==> src/scr_consts.svh <==
// Purpose: Offsets, field positions, reset values and timing counts for the supply control registers
// Assumes: 100 MHz system clock, 8-bit register data
// Notes:   Definitions only
//
// Notes on behaviour
// - Reference state read-only; writable only in test mode
// - RTC regulator state: 01 active, 11 sleep
// - Keep-full-load bit holds RTC regulator full when off
// - Backup supply forces RTC regulator low power
// - I/O current limit 0.6/1.0/1.3/1.3 A, reset 00
// - I/O voltage bits 3:2 select 1.5/1.8/2.5/3.3 V
// - I/O state: 00,10 off; 01 active; 11 sleep
// - Core gain bits 7:6: x1,x1,x2,x3
// - Core voltage ramps 12.5 mV steps; 000 bypasses
// - Step rate fractions of 3 MHz; reset 011
// - Core state: 00,10 off; 01 high; 11 low, reset 00
// - RTC regulator register cleared by general reset only
// - Other three registers cleared by turn-off reset
`ifndef SCR_CONSTS_SVH
`define SCR_CONSTS_SVH

// ****************************************
// Register offsets
// ****************************************
`define SCR_OFS_REF        8'h1d
`define SCR_OFS_RTC        8'h1e
`define SCR_OFS_IO         8'h20
`define SCR_OFS_CORE1      8'h21

// ****************************************
// Field positions and writable masks
// ****************************************
`define SCR_ST_LSB         0
`define SCR_RTC_KEEP_BIT   3
`define SCR_IO_SEL_LSB     2
`define SCR_IO_ILIM_LSB    6
`define SCR_C1_RAMP_STEP_TIME_LSB   2
`define SCR_C1_ILIM_BIT    5
`define SCR_C1_GAIN_LSB    6
`define SCR_REF_WMASK      8'h03
`define SCR_RTC_WMASK      8'h08
`define SCR_RTC_TMASK      8'h0b
`define SCR_IO_WMASK       8'hcf
`define SCR_C1_WMASK       8'hff

// ****************************************
// Reset values
// ****************************************
`define SCR_RST_REF        2'h1
`define SCR_RST_RTC_ST     2'h1
`define SCR_RST_IO_ST      2'h0
`define SCR_RST_IO_ILIM    2'h0
`define SCR_RST_C1_ST      2'h0
`define SCR_RST_C1_RAMP_STEP_TIME   3'h3
`define SCR_RST_C1_ILIM    1'b0

// ****************************************
// Supply state codes
// ****************************************
`define SCR_ST_OFF         2'h0
`define SCR_ST_ACTIVE      2'h1
`define SCR_ST_SLEEP       2'h3

// ****************************************
// Ramp timing: base sampling 3 MHz from 100 MHz
// ****************************************
`define SCR_CLK_MHZ        100
`define SCR_RAMP_BASE_MHZ  3
`define SCR_RAMP_BASE_CYC  (`SCR_CLK_MHZ / `SCR_RAMP_BASE_MHZ)
`define SCR_RAMP_STEP_UV   12500

`endif

==> src/scr_pkg.sv <==
// Purpose: Types for the supply control register slice
// Assumes: Constants come from scr_consts.svh
// Notes:   Types only
package scr_pkg;

   // Ramp sequencer states, Gray order along idle->wait->step
   typedef enum logic [1:0]
   {
      SCR_RAMP_IDLE = 2'b00,
      SCR_RAMP_WAIT = 2'b01,
      SCR_RAMP_STEP = 2'b11
   } scr_ramp_e;

   typedef logic [7:0] scr_byte_t;  // Register data
   typedef logic [6:0] scr_vsel_t;  // Core voltage code

endpackage : scr_pkg

==> src/scr_ramp_if.sv <==
// Purpose: Links the register bank to the core converter ramp engine
// Assumes: Single clock domain
// Notes:   Register side drives settings, ramp side reports output
interface scr_ramp_if;
   import scr_pkg::*;
   logic [2:0] step_time;   // Step time code
   scr_vsel_t  target;      // Requested voltage code
   logic       clear;       // Turn-off reset of the ramp
   scr_vsel_t  applied;     // Code presently applied
   logic       busy;        // Ramp in progress

   modport regs (output step_time, output target, output clear, input applied, input busy);
   modport ramp (input step_time, input target, input clear, output applied, output busy);
endinterface : scr_ramp_if

==> src/scr_ramp.sv <==
// Purpose: Moves the core converter code toward target one step at a time
// Assumes: One code per 12.5 mV step
// Notes:   Step interval derives from a 3 MHz base divided per step-time code
`include "scr_consts.svh"
module scr_ramp
   import scr_pkg::*;
(
   // Clock and reset
   input  wire logic clk_sys_i,
   input  wire logic rst_i,
   // Register side
   scr_ramp_if.ramp  rif
);

   // ****************************************
   // Interval per step-time code
   // ****************************************
   // Period in base cycles times divider: 3/4 rate etc. kept as ratio num/den
   function automatic logic [7:0] step_cycles(input logic [2:0] code);
      begin
         case (code)
            3'h1:    step_cycles = 8'(`SCR_RAMP_BASE_CYC);          // 3 MHz
            3'h2:    step_cycles = 8'((`SCR_RAMP_BASE_CYC * 4) / 3);  // x3/4
            3'h3:    step_cycles = 8'((`SCR_RAMP_BASE_CYC * 5) / 3);  // x3/5
            3'h4:    step_cycles = 8'(`SCR_RAMP_BASE_CYC * 2);       // /2
            3'h5:    step_cycles = 8'(`SCR_RAMP_BASE_CYC * 3);       // /3
            3'h6:    step_cycles = 8'(`SCR_RAMP_BASE_CYC * 4);       // /4
            default: step_cycles = 8'(`SCR_RAMP_BASE_CYC * 5);       // /5
         endcase
      end
   endfunction : step_cycles

   scr_ramp_e  state_ff;   // Sequencer state
   logic [7:0] cnt_ff;     // Interval counter
   scr_vsel_t  out_ff;     // Applied code

   assign rif.applied = out_ff;
   assign rif.busy    = (state_ff != SCR_RAMP_IDLE);

   // ****************************************
   // Sequencer
   // ****************************************
   // Bypass (000) jumps straight to target; otherwise one code per interval
   always_ff @(posedge clk_sys_i)
   begin
      if (rst_i || rif.clear)
      begin
         state_ff <= SCR_RAMP_IDLE;
         cnt_ff   <= 8'h00;
         out_ff   <= 7'h00;
      end
      else if (rif.step_time == 3'h0)
      begin
         state_ff <= SCR_RAMP_IDLE;
         out_ff   <= rif.target;
      end
      else
      begin
         case (state_ff)
            SCR_RAMP_IDLE:
            begin
               if (out_ff != rif.target)
               begin
                  state_ff <= SCR_RAMP_WAIT;
                  cnt_ff   <= step_cycles(rif.step_time) - 8'h01;
               end
            end
            SCR_RAMP_WAIT:
            begin
               // Rate changes take effect at the next interval reload
               if (cnt_ff == 8'h00)
               begin
                  state_ff <= SCR_RAMP_STEP;
               end
               else
               begin
                  cnt_ff <= cnt_ff - 8'h01;
               end
            end
            SCR_RAMP_STEP:
            begin
               // One 12.5 mV step toward target, either direction
               if (out_ff < rif.target)
               begin
                  out_ff <= out_ff + 7'h01;
               end
               else if (out_ff > rif.target)
               begin
                  out_ff <= out_ff - 7'h01;
               end
               state_ff <= SCR_RAMP_IDLE;
            end
            default: state_ff <= SCR_RAMP_IDLE;
         endcase
      end
   end

endmodule : scr_ramp

==> src/scr_regs.sv <==
// Purpose: Supply control register slice: reference, RTC regulator, I/O and core converters
// Assumes: Byte-wide register port from the control serial interface, one access per strobe
// Notes:   Two reset domains: general reset and turn-off reset
`include "scr_consts.svh"
module scr_regs
   import scr_pkg::*;
(
   // Clock and resets
   input  wire logic       clk_sys_i,
   input  wire logic       rst_i,            // General reset
   input  wire logic       turnoff_rst_i,    // Turn-off reset domain event
   // Register access from the control serial interface
   input  wire logic       reg_wr_i,         // Write strobe
   input  wire logic       reg_rd_i,         // Read strobe
   input  wire logic [7:0] reg_addr_i,       // Register offset
   input  wire scr_pkg::scr_byte_t reg_wdata_i,
   output logic [7:0]      reg_rdata_o,      // Read data, one cycle after strobe
   output logic            reg_hit_o,        // Offset belongs to this slice
   // Device conditions
   input  wire logic       test_mode_i,      // Test mode unlocks reference and RTC state fields
   input  wire logic       dev_off_i,        // Device in off state (pin)
   input  wire logic       on_backup_i,      // Running from backup supply (pin)
   input  wire logic [1:0] boot_io_sel_i,    // Boot configuration I/O voltage
   input  wire logic [1:0] boot_gain_i,      // Boot configuration core gain
   input  wire logic       boot_keep_i,      // Boot configuration keep-full-load
   input  wire scr_pkg::scr_vsel_t core1_target_i, // Core voltage code from voltage registers
   // Analog controls
   output logic [1:0]      ref_state_o,      // Reference state
   output logic            rtc_full_load_o,  // RTC regulator at full load
   output logic [1:0]      rtc_state_o,      // RTC regulator state
   output logic [1:0]      io_state_o,       // I/O converter state
   output logic            io_enable_o,      // I/O converter on
   output logic            io_low_power_o,   // I/O converter sleep
   output logic [1:0]      io_vsel_o,        // I/O voltage code
   output logic [1:0]      io_ilim_o,        // I/O current limit code, 10 and 11 merged
   output logic            core1_enable_o,   // Core converter on
   output logic            core1_low_power_o,// Core converter low power
   output logic [1:0]      core1_gain_o,     // Gain multiplier 1..3
   output logic            core1_ilim_o,     // Core current limit
   output scr_pkg::scr_vsel_t core1_vsel_o,  // Ramped voltage code
   output logic            core1_busy_o      // Ramp in progress
);
   import scr_pkg::*;

   // ****************************************
   // Storage
   // ****************************************
   logic [1:0] ref_st_ff;       // Reference state
   logic [1:0] rtc_st_ff;       // RTC regulator state
   logic       rtc_keep_ff;     // Keep-full-load when off
   logic [1:0] io_ilim_ff;      // I/O current limit
   logic [1:0] io_sel_ff;       // I/O voltage select
   logic [1:0] io_st_ff;        // I/O state
   logic [1:0] c1_gain_ff;      // Core gain field
   logic       c1_ilim_ff;      // Core current limit
   logic [2:0] c1_ramp_step_time_ff;     // Core step time
   logic [1:0] c1_st_ff;        // Core state
   logic       boot_ld_ff;      // Boot straps pending capture
   logic       boot_gen_ff;     // Keep strap pending, general reset only
   logic [2:0] off_sync_ff;     // Device-off pin synchroniser
   logic [2:0] bck_sync_ff;     // Backup pin synchroniser
   logic       dev_off_ff;      // Filtered device-off
   logic       on_bck_ff;       // Filtered backup

   scr_ramp_if rif ();

   // Writes decoded per register
   logic wr_ref;
   logic wr_rtc;
   logic wr_io;
   logic wr_c1;
   assign wr_ref = reg_wr_i && (reg_addr_i == `SCR_OFS_REF);
   assign wr_rtc = reg_wr_i && (reg_addr_i == `SCR_OFS_RTC);
   assign wr_io  = reg_wr_i && (reg_addr_i == `SCR_OFS_IO);
   assign wr_c1  = reg_wr_i && (reg_addr_i == `SCR_OFS_CORE1);

   // Map a state code to on / low-power; 00 and 10 both mean off
   function automatic logic st_on(input logic [1:0] st);
      begin
         st_on = st[0];
      end
   endfunction : st_on

   function automatic logic st_low(input logic [1:0] st);
      begin
         st_low = (st == `SCR_ST_SLEEP);
      end
   endfunction : st_low

   // ****************************************
   // Pin synchronisers
   // ****************************************
   // Change accepted only when second and third stages agree
   always_ff @(posedge clk_sys_i)
   begin
      if (rst_i)
      begin
         off_sync_ff <= 3'h0;
         bck_sync_ff <= 3'h0;
         dev_off_ff  <= 1'b0;
         on_bck_ff   <= 1'b0;
      end
      else
      begin
         off_sync_ff <= {off_sync_ff[1:0], dev_off_i};
         bck_sync_ff <= {bck_sync_ff[1:0], on_backup_i};
         if (off_sync_ff[2] == off_sync_ff[1])
         begin
            dev_off_ff <= off_sync_ff[2];
         end
         if (bck_sync_ff[2] == bck_sync_ff[1])
         begin
            on_bck_ff <= bck_sync_ff[2];
         end
      end
   end

   // ****************************************
   // Boot capture flag
   // ****************************************
   // I/O voltage and gain straps are caught on the first clocked edge after either reset; the keep strap only after general reset
   always_ff @(posedge clk_sys_i)
   begin
      boot_gen_ff <= rst_i;
      if (rst_i || turnoff_rst_i)
      begin
         boot_ld_ff <= 1'b1;
      end
      else
      begin
         boot_ld_ff <= 1'b0;
      end
   end

   // ****************************************
   // Reference state register
   // ****************************************
   always_ff @(posedge clk_sys_i)
   begin
      if (rst_i || turnoff_rst_i)
      begin
         ref_st_ff <= `SCR_RST_REF;
      end
      else if (wr_ref && test_mode_i)
      begin
         ref_st_ff <= reg_wdata_i[1:0];
      end
   end

   // ****************************************
   // RTC regulator register (general reset only)
   // ****************************************
   always_ff @(posedge clk_sys_i)
   begin
      if (rst_i)
      begin
         rtc_st_ff   <= `SCR_RST_RTC_ST;
         rtc_keep_ff <= 1'b0;
      end
      else
      begin
         // A turn-off reset must not reload the keep bit
         if (boot_gen_ff)
         begin
            rtc_keep_ff <= boot_keep_i;
         end
         else if (wr_rtc)
         begin
            rtc_keep_ff <= reg_wdata_i[`SCR_RTC_KEEP_BIT];
         end
         // State field writable in test mode only; reserved codes rejected
         if (wr_rtc && test_mode_i && reg_wdata_i[0])
         begin
            rtc_st_ff <= reg_wdata_i[1:0];
         end
      end
   end

   // ****************************************
   // I/O converter register
   // ****************************************
   always_ff @(posedge clk_sys_i)
   begin
      if (rst_i || turnoff_rst_i)
      begin
         io_ilim_ff <= `SCR_RST_IO_ILIM;
         io_st_ff   <= `SCR_RST_IO_ST;
         io_sel_ff  <= 2'h0;
      end
      else if (boot_ld_ff)
      begin
         io_sel_ff <= boot_io_sel_i;
      end
      else if (wr_io)
      begin
         io_ilim_ff <= reg_wdata_i[`SCR_IO_ILIM_LSB +: 2];
         io_sel_ff  <= reg_wdata_i[`SCR_IO_SEL_LSB +: 2];
         io_st_ff   <= reg_wdata_i[`SCR_ST_LSB +: 2];
      end
   end

   // ****************************************
   // Core converter control register
   // ****************************************
   always_ff @(posedge clk_sys_i)
   begin
      if (rst_i || turnoff_rst_i)
      begin
         c1_gain_ff  <= 2'h0;
         c1_ilim_ff  <= `SCR_RST_C1_ILIM;
         c1_ramp_step_time_ff <= `SCR_RST_C1_RAMP_STEP_TIME;
         c1_st_ff    <= `SCR_RST_C1_ST;
      end
      else if (boot_ld_ff)
      begin
         c1_gain_ff <= boot_gain_i;
      end
      else if (wr_c1)
      begin
         c1_gain_ff  <= reg_wdata_i[`SCR_C1_GAIN_LSB +: 2];
         c1_ilim_ff  <= reg_wdata_i[`SCR_C1_ILIM_BIT];
         c1_ramp_step_time_ff <= reg_wdata_i[`SCR_C1_RAMP_STEP_TIME_LSB +: 3];
         c1_st_ff    <= reg_wdata_i[`SCR_ST_LSB +: 2];
      end
   end

   // ****************************************
   // Ramp engine
   // ****************************************
   assign rif.step_time = c1_ramp_step_time_ff;
   assign rif.target    = core1_target_i;
   assign rif.clear     = turnoff_rst_i;

   scr_ramp u_ramp
   (
      .clk_sys_i (clk_sys_i),
      .rst_i     (rst_i),
      .rif       (rif)
   );

   // ****************************************
   // Read-back
   // ****************************************
   // Reserved bits return zero; unmapped offsets read zero with hit low
   always_ff @(posedge clk_sys_i)
   begin
      if (rst_i)
      begin
         reg_rdata_o <= 8'h00;
         reg_hit_o   <= 1'b0;
      end
      else if (reg_rd_i)
      begin
         reg_hit_o <= 1'b1;
         case (reg_addr_i)
            `SCR_OFS_REF:   reg_rdata_o <= {6'h00, ref_st_ff};
            `SCR_OFS_RTC:   reg_rdata_o <= {4'h0, rtc_keep_ff, 1'b0, rtc_st_ff};
            `SCR_OFS_IO:    reg_rdata_o <= {io_ilim_ff, 2'h0, io_sel_ff, io_st_ff};
            `SCR_OFS_CORE1: reg_rdata_o <= {c1_gain_ff, c1_ilim_ff, c1_ramp_step_time_ff, c1_st_ff};
            default:
            begin
               reg_rdata_o <= 8'h00;
               reg_hit_o   <= 1'b0;
            end
         endcase
      end
   end

   // ****************************************
   // Analog control outputs
   // ****************************************
   // All registered so the analog side never sees decode glitches
   always_ff @(posedge clk_sys_i)
   begin
      if (rst_i)
      begin
         ref_state_o       <= `SCR_RST_REF;
         rtc_full_load_o   <= 1'b1;
         rtc_state_o       <= `SCR_RST_RTC_ST;
         io_state_o        <= `SCR_ST_OFF;
         io_enable_o       <= 1'b0;
         io_low_power_o    <= 1'b0;
         io_vsel_o         <= 2'h0;
         io_ilim_o         <= 2'h0;
         core1_enable_o    <= 1'b0;
         core1_low_power_o <= 1'b0;
         core1_gain_o      <= 2'h1;
         core1_ilim_o      <= 1'b0;
         core1_vsel_o      <= 7'h00;
         core1_busy_o      <= 1'b0;
      end
      else
      begin
         ref_state_o     <= ref_st_ff;
         rtc_state_o     <= rtc_st_ff;
         // Backup overrides keep bit; off drops unless kept
         rtc_full_load_o <= !on_bck_ff && (!dev_off_ff || rtc_keep_ff) && !st_low(rtc_st_ff);
         io_state_o      <= io_st_ff;
         io_enable_o     <= st_on(io_st_ff);
         io_low_power_o  <= st_low(io_st_ff);
         io_vsel_o       <= io_sel_ff;
         io_ilim_o       <= (io_ilim_ff[1]) ? 2'h2 : io_ilim_ff;
         core1_enable_o  <= st_on(c1_st_ff);
         core1_low_power_o <= st_low(c1_st_ff);
         core1_gain_o    <= (c1_gain_ff[1]) ? (c1_gain_ff[0] ? 2'h3 : 2'h2) : 2'h1;
         core1_ilim_o    <= c1_ilim_ff;
         core1_vsel_o    <= rif.applied;
         core1_busy_o    <= rif.busy;
      end
   end

endmodule : scr_regs

==> config.mk <==
export PLATFORM = sky130hd
export DESIGN_NAME = scr_regs
export DESIGN_NICKNAME = d
export VERILOG_FILES = /design/src/scr_pkg.sv /design/src/scr_ramp_if.sv /design/src/scr_ramp.sv /design/src/scr_regs.sv
export VERILOG_INCLUDE_DIRS = /design/src
export SDC_FILE = /design/constraint.sdc
export NUM_CORES = 1
export LEC_CHECK = 0
export ABC_CLOCK_PERIOD_IN_PS = 3050
export BUFFER_PORTS_ARGS = -buffer_cell sky130_fd_sc_hd__buf_2
export CORE_ASPECT_RATIO = 0.6
export CORE_UTILIZATION = 55
export CTS_BUF_LIST = sky130_fd_sc_hd__clkbuf_16
export DETAILED_ROUTE_END_ITERATION = 12
export MAX_ROUTING_LAYER = met4
export PLACE_DENSITY = 0.89
export RECOVER_POWER = 50
export SLEW_MARGIN = 25
export SYNTH_ARGS = -nofsm -noshare
export SYNTH_HDL_FRONTEND = slang
export SYNTH_HIERARCHICAL = 1
export SYNTH_SLANG_ARGS = --single-unit
==> constraint.sdc <==
create_clock -name clk_sys_i -period 3.05 [get_ports clk_sys_i]
set_input_delay 0.305 -clock clk_sys_i [delete_from_list [all_inputs] [get_ports clk_sys_i]]
set_output_delay 0.305 -clock clk_sys_i [all_outputs]
set_load 0.01 [all_outputs]
# Word-level counts from Yosys, hierarchy flattened
# Cells that the tools add are included.
# W data, S select, Z words.
[word_totals] elab_cells=125 register_bits=81 in_bits=36
[classes] eq_ne=21 mux=26 n_reduce_logical=33 order_cmp=2 addsub=4 bitwise=3
[ops] cell="$mux W8" count=6
[ops] cell="$pmux W8 S6" count=1
[ops] cell="$pmux W8 S4" count=1
[ops] cell="$mux W7" count=4
[ops] cell="$eq A8 B5 Y1 const B" count=2
[ops] cell="$eq A8 B6 Y1 const B" count=2
[ops] cell="$pmux W8 S2" count=1
[ops] cell="$sub A8 B1 Y8 const B" count=2
[ops] cell="$mux W2" count=7
[ops] cell="$reduce_bool A2 Y1" count=6
[ops] cell="$eq A3 B3 Y1 const B" count=3
[ops] cell="$logic_and A1 B1 Y1" count=9
[ops] cell="$eq A2 B2 Y1 const B" count=4
[ops] cell="$logic_not A8 Y1" count=1
[ops] cell="$reduce_and A2 Y1" count=4
[ops] cell="$add A7 B1 Y7 const B" count=1
[ops] cell="$gt A7 B7 Y1" count=1
[ops] cell="$lt A7 B7 Y1" count=1
[ops] cell="$ne A7 B7 Y1" count=1
[ops] cell="$sub A7 B1 Y7 const B" count=1
[ops] cell="$eq A3 B2 Y1 const B" count=2
[ops] cell="$reduce_or A2 Y1" count=3
[ops] cell="$mux W1" count=5
[ops] cell="$ne A2 B1 Y1 const B" count=2
[ops] cell="13 further kinds" count=19

# Logic depth before layout (Yosys ltp)
# Gate-level depths: netlist of run 1.
[depth] depth_word=9 mapped_depth=12 mapped_depth_nobuf=12

# Hierarchy
# The synthesis of run 1 kept the hierarchy.
[by_module_without_submodules] module="scr_regs" instances=1 cells_per_inst=223 seq_area_each_um2=1261.2 area_per_inst_um2=2319.7
[by_module_without_submodules] module="scr_ramp" instances=1 cells_per_inst=168 seq_area_each_um2=340.3 area_per_inst_um2=1376.3

# Worst setup path after synthesis of run 1
# OpenSTA, ideal clock, no wires.
[synth_path] kind="input to register" from="input port core1_target_i[6]" to="register u_ramp.out_ff[6] (netlist: u_ramp/rif.applied[6])" required_time_ns=2.971 n_path_buf=0 t_arrival_ns=2.545 setup_ns=0.079 slack_ns=0.426 path_stages=12 cell_sequence="inv_1 > ha_1 > a21oi_1 > o21ai_0 > a21o_1 > fa_1 > a211oi_2 > o21bai_1 > a21oi_1 > xnor2_1 > mux2_2 > o211ai_1"
[synth_between] elab_chain_len=4 word_cells_on_any_way=7 classes_between="order compare (2); mux (3); reduce/logical (2)"
[synth_lines] item="start, declared" line_no="scr_regs.sv:26" text="input wire scr_pkg::scr_vsel_t core1_target_i,"
[synth_lines] item="$lt A7 B7 Y1" line_no="scr_ramp.sv:83" text="if (out_ff < rif.target)"
[synth_lines] item="$mux W7" line_no="scr_ramp.sv:83"
[synth_lines] item="$mux W7" line_no="scr_ramp.sv:59" text="case (state_ff)"
[synth_lines] item="$mux W7" line_no="scr_ramp.sv:52" text="else if (rif.step_time == 3'h0)"
[synth_lines] item="end signal, assigned" line_no="scr_ramp.sv:55" text="out_ff <= rif.target;"
[synth_lines] item="end signal, assigned" line_no="scr_ramp.sv:85" text="out_ff <= out_ff + 7'h01;"
[synth_lines] item="end signal, assigned" line_no="scr_ramp.sv:89" text="out_ff <= out_ff - 7'h01;"
[synth_lines] item="end, declared" line_no="scr_ramp.sv:35" text="scr_vsel_t out_ff;"
# Parallel ways exist; a longest one is shown, timed or not. The select of a mux whose other input is x is not followed.
# A chain may end at the register's enable or synchronous reset.

# Worst setup path in the final report of run 1
[layout_path] from="register u_ramp.out_ff[6] (netlist: u_ramp/rif.applied[6])" to="register u_ramp.out_ff[6] (netlist: u_ramp/rif.applied[6])"
[layout_between] elab_chain_len=5 word_cells_on_any_way=10 classes_between="add/sub (2); order compare (2); mux (4); reduce/logical (2)"
[layout_lines] item="$sub A7 B1 Y7" line_no="scr_ramp.sv:89"
[layout_lines] item="$mux W7" line_no="scr_ramp.sv:87" text="else if (out_ff > rif.target)"
[layout_lines] item="$mux W7" line_no="scr_ramp.sv:83"
[layout_lines] item="$mux W7" line_no="scr_ramp.sv:59"
[layout_lines] item="$mux W7" line_no="scr_ramp.sv:52"
# Parallel ways exist; a longest one is shown, timed or not. The select of a mux whose other input is x is not followed.

==> results of run 1 <==
-- path summary, 6_finish.rpt --
check                               end  slack (ns)  depth (start not counted)
setup / recovery  u_ramp/rif.applied[6]        0.15                         11
hold / removal           bck_sync_ff[0]        0.18                          2
setup reg to reg  u_ramp/rif.applied[6]        0.15                         11
hold reg to reg          off_sync_ff[1]        0.45                          1
-- registers in the layout, indices dropped and copies added (netlist names), 3 cells and up --
register,flops
bck_sync_ff,3
c1_ramp_step_time_ff,3
core1_vsel_o,7
off_sync_ff,3
reg_rdata_o,8
u_ramp/cnt_ff,8
u_ramp/rif.applied,7
-- cells by family after synthesis --
kind of cell / after synthesis / synth area share (%)
mux: 34 / 9.44
xor+xnor: 9 / 2.13
simple gates: 141 / 22.3
flops: 80 / 43.3
compound gates: 80 / 13.8
buf+inv: 33 / 3.99
fa+ha+maj: 14 / 4.94
-- cells in the mapped netlist (all sizes together), types with 3 or more instances --
master / n
a211oi: 5
mux2: 7
nor3: 9
o311ai: 3
xnor2: 6
clkbuf: 10
a21o: 3
nand3: 7
buf: 9
nand2b: 12
or3: 6
nor4: 6
xor2: 3
o21bai: 4
o221ai: 3
nand2: 18
nor2: 30
mux2i: 27
inv: 14
nor2b: 25
nand3b: 5
o21ai: 19
nor3b: 3
dfxtp: 80
a21oi: 31
nand4: 3
or2: 6
ha: 13
-- worst max-delay path: stages (launching register included) --
cell and delay, ns:
dfxtp_1 0.33, ha_1 0.34, a21oi_1 0.14, o21ai_0 0.15
a21o_2 0.31, ha_1 0.37, a211oi_2 0.27, o21bai_1 0.11
a21oi_1 0.19, xnor2_1 0.15, mux2_2 0.35, o211ai_1 0.10
-- power by group through the flow --
stage	Sequential, mW	Clock (mW)	Combinational [mW]
2_1_floorplan	1.10	0	0.116
3_3_place_gp	1.10	0	0.162
3_5_place_dp	1.10	0	0.168
4_1_cts	1.08	1.20	0.170
5_1_grt	1.08	1.25	0.186
6_report	1.08	1.18	0.171
-- per-layer routing --
metal	share of wire, %	routed length [µm]	global-route usage [%]
met1	50	4260	35.1
met2	42	3620	37.8
met3	6.5	557	8.13
met4	1.4	124	8.22
met5	0	0	-
-- layout by cell type, fill, tap and decap left out, types with 2 or more instances in the layout --
cell type | Yosys | final
o311ai_0 | 2 | 2
inv_1 | 14 | 18
a211oi_1 | 4 | 4
ha_1 | 13 | 13
or4_1 | 2 | 2
or3_1 | 6 | 6
nand4b_1 | 2 | 2
xnor2_1 | 6 | 6
nor4_1 | 3 | 3
a22oi_1 | 2 | 2
dfxtp_1 | 80 | 80
a21oi_1 | 31 | 31
nor3_2 | 2 | 2
nand3b_1 | 5 | 5
nor3b_1 | 3 | 3
nor2b_1 | 25 | 25
clkbuf_1 | 10 | 25
o21ai_0 | 19 | 19
mux2_2 | 7 | 7
mux2i_1 | 27 | 27
bufinv_16 | 0 | 3
nor3_1 | 7 | 7
nor2_1 | 30 | 30
nand2_1 | 17 | 17
nand3_1 | 7 | 7
clkbuf_16 | 0 | 9
nand2b_1 | 12 | 12
a21o_1 | 3 | 2
or2_2 | 6 | 6
a2111oi_0 | 2 | 2
and3_1 | 2 | 2
buf_2 | 4 | 46
a31oi_1 | 2 | 2
xor2_1 | 3 | 3
o21bai_1 | 4 | 4
o221ai_1 | 3 | 3
nand4_1 | 3 | 3
nor4_4 | 3 | 3
-- cell type report --
class                           instances  area [µm²]  area share, %
Clock buffer                            9         225           5.15
Sequential cell                        80        1600           36.6
Timing Repair Buffer                   72         332           7.58
Tap cell                               84         105           2.40
Clock inverter                          7         105           2.40
Multi-Input combinational cell        278        1950           44.6
Inverter                               14        52.6           1.20
==> out/results.txt, run 1 <==
Status: finished, violations left
Failing checks: max-capacitance violations, max-slew violations
Switching pwr: 0.514 mW
Worst setup path class: reg -> reg
Post-Syn Instances: 391
Largest net degree at the start of global routing: 46
Syn. warnings: 6
RSZ-0062 raised after global routing: no
TritonCTS clock tree: done
Via count: 3075
Final Max Slew Viols: 46
Top post-synthesis cells by area: dfxtp_1 43%, mux2i_1 7.3%, ha_1 4.4%
Worst Skew: 0.00431 ns
Post-Place Cell Area: 0.00407 mm²
Startpoint Class: register
Final HPWL DP: 5970 µm
Post-Syn Area: 0.00370 mm²
Placer Congestion: 0.880
Finished Core Util: 69.4%
CTS Buf Count: 9
Post-synth top area cell: dfxtp_1
DR pass1 iterations: 5
First-pass GRT wire length: 13600 µm
Worst setup margin: 0.153 ns
Placed cells: 528
Slew HR: -30.1%
Post-Syn Nets: 441
Longest Clk Path Bufs: 2
Worst-Margin Slew: 1.95 ns
Initial DRC count: 186
Cell-internal power: 1.92 mW
Layout area overhead: 18.3%
MaxCap Viol Count: 1
GR Util All Layers: 26.2%
Comb pwr share: 7.0%
Critical Path Sink Type: register
Sequential power share: 44.3%
DR vias/cell: 5.65
Die X-Extent: 108 µm
Cts hold-fix bufs: 0
Worst vdd ir: 0.410 mV
LEAKAGE: 1.76 nW
Worst hold start: on_backup_i
CORE AREA: 0.00630 mm²
Clock Pin Slew Worst Setup and Hold Paths: 0.06 ns
Full die area: 0.00706 mm²
Synth cell types: 53
Clock share of power: 48.7%
Placement Setup Slack: 0.115 ns
Setup TNS: 0 ns
GRT overflow: 0
RR Startpoint: u_ramp/rif.applied[6]
Antenna violations before repair: 0
Final setup viols: 0
Fin cells: 544
Routed wire length: 8560 µm
# IOs: 71
Die height: 65.5 µm
Post-synth EDFFs: 0
Peak Freq: 345 MHz
Vias in the first global route: 2801
Port Buf Inserts: 70
DRC violations left: 0
Clock latency on the worst-skew pair: 0.33 ns
HP Class: in -> reg
Syn Area/Cell: 9.45 µm²
Fraction of registers with async set/reset: 0%
Root Driver: clkbuf_16
Tmin final: 2.90 ns
N_diodes: 0
Worst EP arrival: 3.15 ns
Seq/Total Area, Yosys: 43.3%
Critical path peak fanout: 7
Worst Setup SP: u_ramp/rif.applied[6]
CTS sink count: 80
Final Hold Fails: 0
Power Dens Cells: 557 mW/mm²
# fillers: 499
# nets final: 505
Post-route clock period utilization: 95.0%
Post-route ant nets: 0
Initial Util: 58.6%
CTS HTree Levels: 3
WHS: 0.182 ns
Wire per inst: 15.7 µm
Row cnt: 22
Fin area: 0.00437 mm²
Synth top area share: 43.3%
Post-synth top flop: dfxtp_1
Sw Share: 21.1%
Ratio of cells with drive above 1 in the final layout: 18.3%
WP data required: 3.30 ns
#FFs+latches synth: 80
Pwr Total: 2.43 mW
Cts repair resizes: 0
Post-CTS setup buffer count: 0
Note: power is estimated with default switching activity, not from simulation.
==> run 2: changes to the inputs <==
Settings changed: ABC_AREA from default to 1, CORE_UTILIZATION 55 to 56, PLACE_DENSITY 0.89 to 0.9, REMOVE_ABC_BUFFERS from default to 1.
==> out/results.txt, run 2 <==
Largest net degree at the start of global routing: 42
# fillers: 558
Post-CTS setup buffer count: 0
Layout area overhead: 17.5%
Count leader, synth: nand2_1
Top post-synthesis cells by area: dfxtp_1 41%, nand2_1 9.9%, inv_1 8.0%
Most frequent cells in the layout: 103 x nand2_1, 83 x inv_1, 80 x dfxtp_1, 61 x nor2_1, 49 x buf_2
Simple-gate share of the synthesized area: 30.5%
Critical Path Sink Type: register
Worst hold start: dev_off_i
Final HPWL DP: 7030 µm
Area occupied by multi-input gates: 0.00189 mm²
Peak Freq: 375 MHz
Seq/Total Area, Yosys: 41.1%
Placer Congestion: 0.935
Clock Pin Slew Worst Setup and Hold Paths: 0.07 ns
XOR/XNOR share of the synthesized area: 0.449%
Power Dens Cells: 512 mW/mm²
Antenna violations before repair: 0
Slew HR: -20.6%
Placement Setup Slack: 0.474 ns
Complex-gate fraction of the synthesized area: 12.8%
Tmin final: 2.67 ns
Cts repair resizes: 0
Vias in the first global route: 3289
RSZ-0062 raised after global routing: no
Die height: 66.6 µm
Worst Skew: 0.0111 ns
Post-Syn Area: 0.00390 mm²
Commonest non-fill, non-tap cell in the layout: nand2_1
TritonCTS clock tree: done
Full die area: 0.00731 mm²
GRT overflow: 0
Post-Syn Instances: 535
Hold Crit Endpoint: off_sync_ff[0]
DR pass1 iterations: 5
Longest Clk Path Bufs: 2
Syn. warnings: 6
Register area: 0.00160 mm²
Largest family of logic cells by synthesized area: simple AND/OR/NAND/NOR gates
Fin area: 0.00458 mm²
Status: finished, violations left
DRC violations left: 0
GR Util All Layers: 28.3%
Post-synth top flop: dfxtp_1
CORE AREA: 0.00671 mm²
Mux cell area share after synthesis: 0%
Post-synth top area cell: dfxtp_1
Die X-Extent: 110 µm
# IOs: 71
Row cnt: 23
WP data required: 3.27 ns
Final setup viols: 0
First-pass GRT wire length: 15100 µm
Cts hold-fix bufs: 0
Pwr Total: 2.34 mW
Initial DRC count: 380
Initial Util: 58.1%
#FFs+latches synth: 80
Worst-Margin Slew: 1.81 ns
MaxCap Viol Count: 1
Worst setup margin: 0.381 ns
Flop2flop setup slack: 0.38 ns
Worst EP arrival: 2.89 ns
Fraction of registers with async set/reset: 0%
Post-route ant nets: 0
WHS: 0.164 ns
Hold path cells: 3
Port Buf Inserts: 70
HP Class: in -> reg
Ratio of cells with drive above 1 in the final layout: 19.0%
LEAKAGE: 2.19 nW
CTS HTree Levels: 3
Post-synth EDFFs: 0
Worst vdd ir: 0.417 mV
Via count: 3639
Clock latency on the worst-skew pair: 0.34 ns
DR vias/cell: 5.21
Wire per inst: 13.4 µm
Routed wire length: 9360 µm
Failing checks: max-capacitance violations, max-slew violations
CTS sink count: 80
N_diodes: 0
Root Driver: clkbuf_16
Post-Place Cell Area: 0.00430 mm²
CTS Buf Count: 9
Setup TNS: 0 ns
Final Max Slew Viols: 42
Commonest cells post-synth: 103 x nand2_1, 83 x inv_1, 80 x dfxtp_1
R2r worst-path depth: 13
Worst setup path class: reg -> reg
Critical path peak fanout: 10
Startpoint Class: register
Final Hold Fails: 0
RR Startpoint: u_ramp/rif.applied[6]
Adder-cell share of the synthesized area: 4.69%
Post-route clock period utilization: 87.5%
Syn Area/Cell: 7.29 µm²
Synth top area share: 41.1%
Synth cell types: 38
Largest regs: reg_rdata_o x8, u_ramp/cnt_ff x8
# nets final: 656
RR Endpoint: u_ramp/rif.applied[3]
-- run 2: cell types whose count changed after synthesis, moves of 14 or more --
cell / delta
nand2_1: +86
nor2b_1: -25
inv_1: +69
o21ai_1: +14
nor2_1: +31
nand3_1: +27
mux2i_1: -27
-- run 2: cell type report --
type,instances,share of cell area (%)
clock buffers,9,4.92
well taps,87,2.38
repair buffers,70,7.08
inverters,92,7.73
flip-flops and latches,80,35.0
multi-input cells,353,41.2
clock inverters,7,1.69
-- run 2: per-layer routing --
metal / global-route usage [%] / vias up / part of all wire (%)
met5: - / - / 0
met1: 36.8 / 1635 / 46
met3: 8.22 / 21 / 9.0
li1: - / 1838 / -
met2: 42.1 / 145 / 43
met4: 9.33 / 0 / 1.7
-- run 2: power breakdown --
part / total [mW] / switching, mW / internal (mW)
Clock: 1.09 / 0.453 / 0.639
Sequential: 1.08 / 0.0131 / 1.06
Combinational: 0.174 / 0.117 / 0.0569
Total: 2.34 / 0.583 / 1.76
-- run 2: worst max-delay path by stage --
stage,cells past startpoint,startpoint,end,slack [ns]
6_report,13,u_ramp/rif.applied[6],u_ramp/rif.applied[3],0.38
5_1_grt,14,u_ramp/rif.applied[6],u_ramp/rif.applied[6],0.22
4_1_cts,13,u_ramp/rif.applied[6],u_ramp/rif.applied[3],0.45
3_5_place_dp,15,core1_target_i[6],u_ramp/rif.applied[3],0.47
3_3_place_gp,17,core1_target_i[6],u_ramp/rif.applied[6],0.64
2_1_floorplan,13,u_ramp/rif.applied[6],u_ramp/rif.applied[3],0.80
-- run 2: worst max-delay path, stage by stage, from the launching register on --
cell and delay [ns]:
dfxtp_1 0.44, ha_1 0.29, nand2_2 0.11, inv_1 0.06, a21oi_2 0.19, nand2_2 0.19
ha_1 0.40, nand3_1 0.14, nand3_1 0.11, or2_2 0.30, nand3_1 0.08, o21ai_0 0.09
nand2_1 0.08, a21oi_1 0.06
-- run 2: cells by family after synthesis --
group           count (synthesis)
flops                          80
simple gates                  247
fa+ha+maj                      14
xor+xnor                        2
compound gates                 90
buf+inv                       102
-- run 2: through the flow --
step	instances	utilization, %
after floorplan	525	-
after global placement	682	64.2
after detailed placement	682	64.2
after CTS	698	68.7
after global routing	698	68.3
final	698	68.3
==> run 3: changes to the inputs <==
Settings changed: CORE_UTILIZATION 56 to 55, PLACE_DENSITY 0.9 to 0.89, SYNTH_HIERARCHICAL 1 to default.
==> out/results.txt, run 3 <==
# IOs: 71
# nets final: 627
DR vias/cell: 5.36
WHS: 0.163 ns
Finished Core Util: 70.3%
# fillers: 503
Final Max Slew Viols: 38
Final HPWL DP: 6760 µm
Final Hold Fails: 0
Flop2flop setup slack: 0.26 ns
Cell-internal power: 1.91 mW
Full die area: 0.00704 mm²
Row cnt: 22
RR Startpoint: u_ramp.rif.applied[5]
Final setup viols: 0
Clock share of power: 49.7%
Commonest non-fill, non-tap cell in the layout: nand2_1
Failing checks: max-capacitance violations, max-slew violations
TritonCTS clock tree: done
Placement Setup Slack: 0.258 ns
Placer Congestion: 0.971
Root Driver: clkbuf_16
Synth cell types: 40
Clock latency on the worst-skew pair: 0.34 ns
Post-synth top area cell: dfxtp_1
Post-route clock period utilization: 91.5%
Commonest cells post-synth: 96 x nand2_1, 80 x dfxtp_1, 75 x inv_1
Most frequent cells in the layout: 96 x nand2_1, 80 x dfxtp_1, 76 x inv_1, 63 x nor2_1, 50 x buf_2
Die height: 65.4 µm
Tmin final: 2.79 ns
Worst Skew: 0.00494 ns
CTS sink count: 80
Post-route ant nets: 0
GR Util All Layers: 28.4%
N_diodes: 0
#FFs+latches synth: 80
Seq/Total Area, Yosys: 43.5%
DRC violations left: 0
LEAKAGE: 2.06 nW
Top post-synthesis cells by area: dfxtp_1 43%, nand2_1 9.8%, inv_1 7.6%
R2r worst-path depth: 15
Status: finished, violations left
Cts repair resizes: 0
Comb pwr share: 6.3%
Layout area overhead: 19.8%
Sw Share: 21.9%
Post-CTS setup buffer count: 0
Die X-Extent: 108 µm
Cts hold-fix bufs: 0
Post-synth top flop: dfxtp_1
Startpoint Class: register
WP data required: 3.31 ns
Setup TNS: 0 ns
Slew HR: -15.4%
Power Dens Cells: 554 mW/mm²
Port Buf Inserts: 70
Pwr Total: 2.44 mW
Worst setup path class: reg -> reg
Initial DRC count: 301
Via count: 3572
Post-synth EDFFs: 0
Worst hold start: dev_off_i
Initial Util: 58.7%
Post-Syn Area: 0.00368 mm²
Syn. warnings: 0
HP Class: in -> reg
Switching pwr: 0.534 mW
Crit path to: u_ramp.rif.applied[6]
Syn Area/Cell: 7.31 µm²
Worst Setup SP: u_ramp.rif.applied[5]
Vias in the first global route: 3088
RR Endpoint: u_ramp.rif.applied[6]
Clock Pin Slew Worst Setup and Hold Paths: 0.06 ns
MaxCap Viol Count: 1
Antenna violations before repair: 0
Routed wire length: 9290 µm
Wire per inst: 13.9 µm
CORE AREA: 0.00628 mm²
Longest Clk Path Bufs: 2
Worst setup margin: 0.258 ns
Fraction of registers with async set/reset: 0%
Largest regs: reg_rdata_o x8, u_ramp.cnt_ff x8
Worst-Margin Slew: 1.73 ns
First-pass GRT wire length: 14600 µm
Worst EP arrival: 3.05 ns
GRT overflow: 0
Post-Syn Instances: 504
Synth top area share: 43.5%
DR pass1 iterations: 5
Area occupied by multi-input gates: 0.00173 mm²
Peak Freq: 358 MHz
CTS Buf Count: 9
Critical path peak fanout: 10
Worst vdd ir: 0.372 mV
Critical Path Sink Type: register
RSZ-0062 raised after global routing: no
Register area: 0.00160 mm²
CTS HTree Levels: 3
Count leader, synth: nand2_1
Sequential power share: 44.0%
Largest net degree at the start of global routing: 38
Ratio of cells with drive above 1 in the final layout: 15.1%
## run 3: changes by cell type in the layout (fill, tap and decap cells not counted), moves of 4 or more
| cell | before | now |
|---|---|---|
| o21ai_1 | 14 | 2 |
| nand3_1 | 34 | 29 |
| o21ai_0 | 24 | 34 |
| o22ai_1 | 1 | 5 |
| nand2_2 | 12 | 3 |
| nand2_1 | 103 | 96 |
| clkinvlp_4 | 4 | 0 |
| inv_1 | 83 | 76 |
| nor2_4 | 7 | 3 |
## run 3: power by group through the flow
stage / Sequential, mW / Clock (mW) / Combinational (mW)
global route: 1.08 / 1.28 / 0.170
CTS: 1.08 / 1.22 / 0.153
detailed placement: 1.10 / 0 / 0.151
finish: 1.08 / 1.21 / 0.153
floorplan: 1.10 / 0 / 0.0814
global placement: 1.10 / 0 / 0.146
## run 3: final cells by class
cell class                      instances  area share, %
Timing Repair Buffer                   72           7.63
Tap cell                               84           2.38
Clock buffer                            9           5.11
Multi-Input combinational cell        334           39.2
Clock inverter                          7           2.52
Sequential cell                        80           36.3
Inverter                               80           6.84
## run 3: worst min path at each step
stage / end / cells past startpoint / slack (ns)
2_1_floorplan: boot_gen_ff / 0 / 0.33
3_3_place_gp: bck_sync_ff[1] / 2 / 0.39
3_5_place_dp: off_sync_ff[1] / 2 / 0.40
4_1_cts: off_sync_ff[0] / 3 / 0.16
5_1_grt: off_sync_ff[0] / 3 / 0.17
6_report: off_sync_ff[0] / 3 / 0.16
## run 3: worst max-delay path, cell delays in order (launching register included)
cell,delay (ns)
dfxtp_1,0.42
ha_1,0.30
nand2_1,0.12
inv_1,0.05
a21oi_1,0.23
nand2_1,0.31
ha_1,0.44
nand2_1,0.09
inv_1,0.05
o21ai_0,0.23
nand2_1,0.08
nor2_1,0.09
nand3_1,0.08
nand2_1,0.06
nand2_1,0.04
a21oi_1,0.13
## run 3: stage by stage
stage                     std cells  instance area [µm²]
after global routing            666                 4410
after floorplan                 494                 3630
after detailed placement        650                 4100
after CTS                       666                 4440
after global placement          650                 4100
final                           666                 4410
## run 3: logic make-up after synthesis
logic type | after synthesis | synth area share, %
DFF | 80 | 43.5
xor gates and xnor gates | 3 | 0.714
and+or+nand+nor | 221 | 27.1
AOI/OAI and AO/OA | 96 | 14.1
adders and majority gates | 14 | 4.96
buffers and inverters | 90 | 9.55
## run 3: routing by layer
metal	GRT usage, %	vias up	routed length [µm]	share of wire (%)
li1	-	1776	-	-
met1	39.0	1629	4490	48
met2	40.9	153	3910	42
met3	7.94	14	775	8.3
met4	8.05	0	112	1.2
met5	-	-	0	0
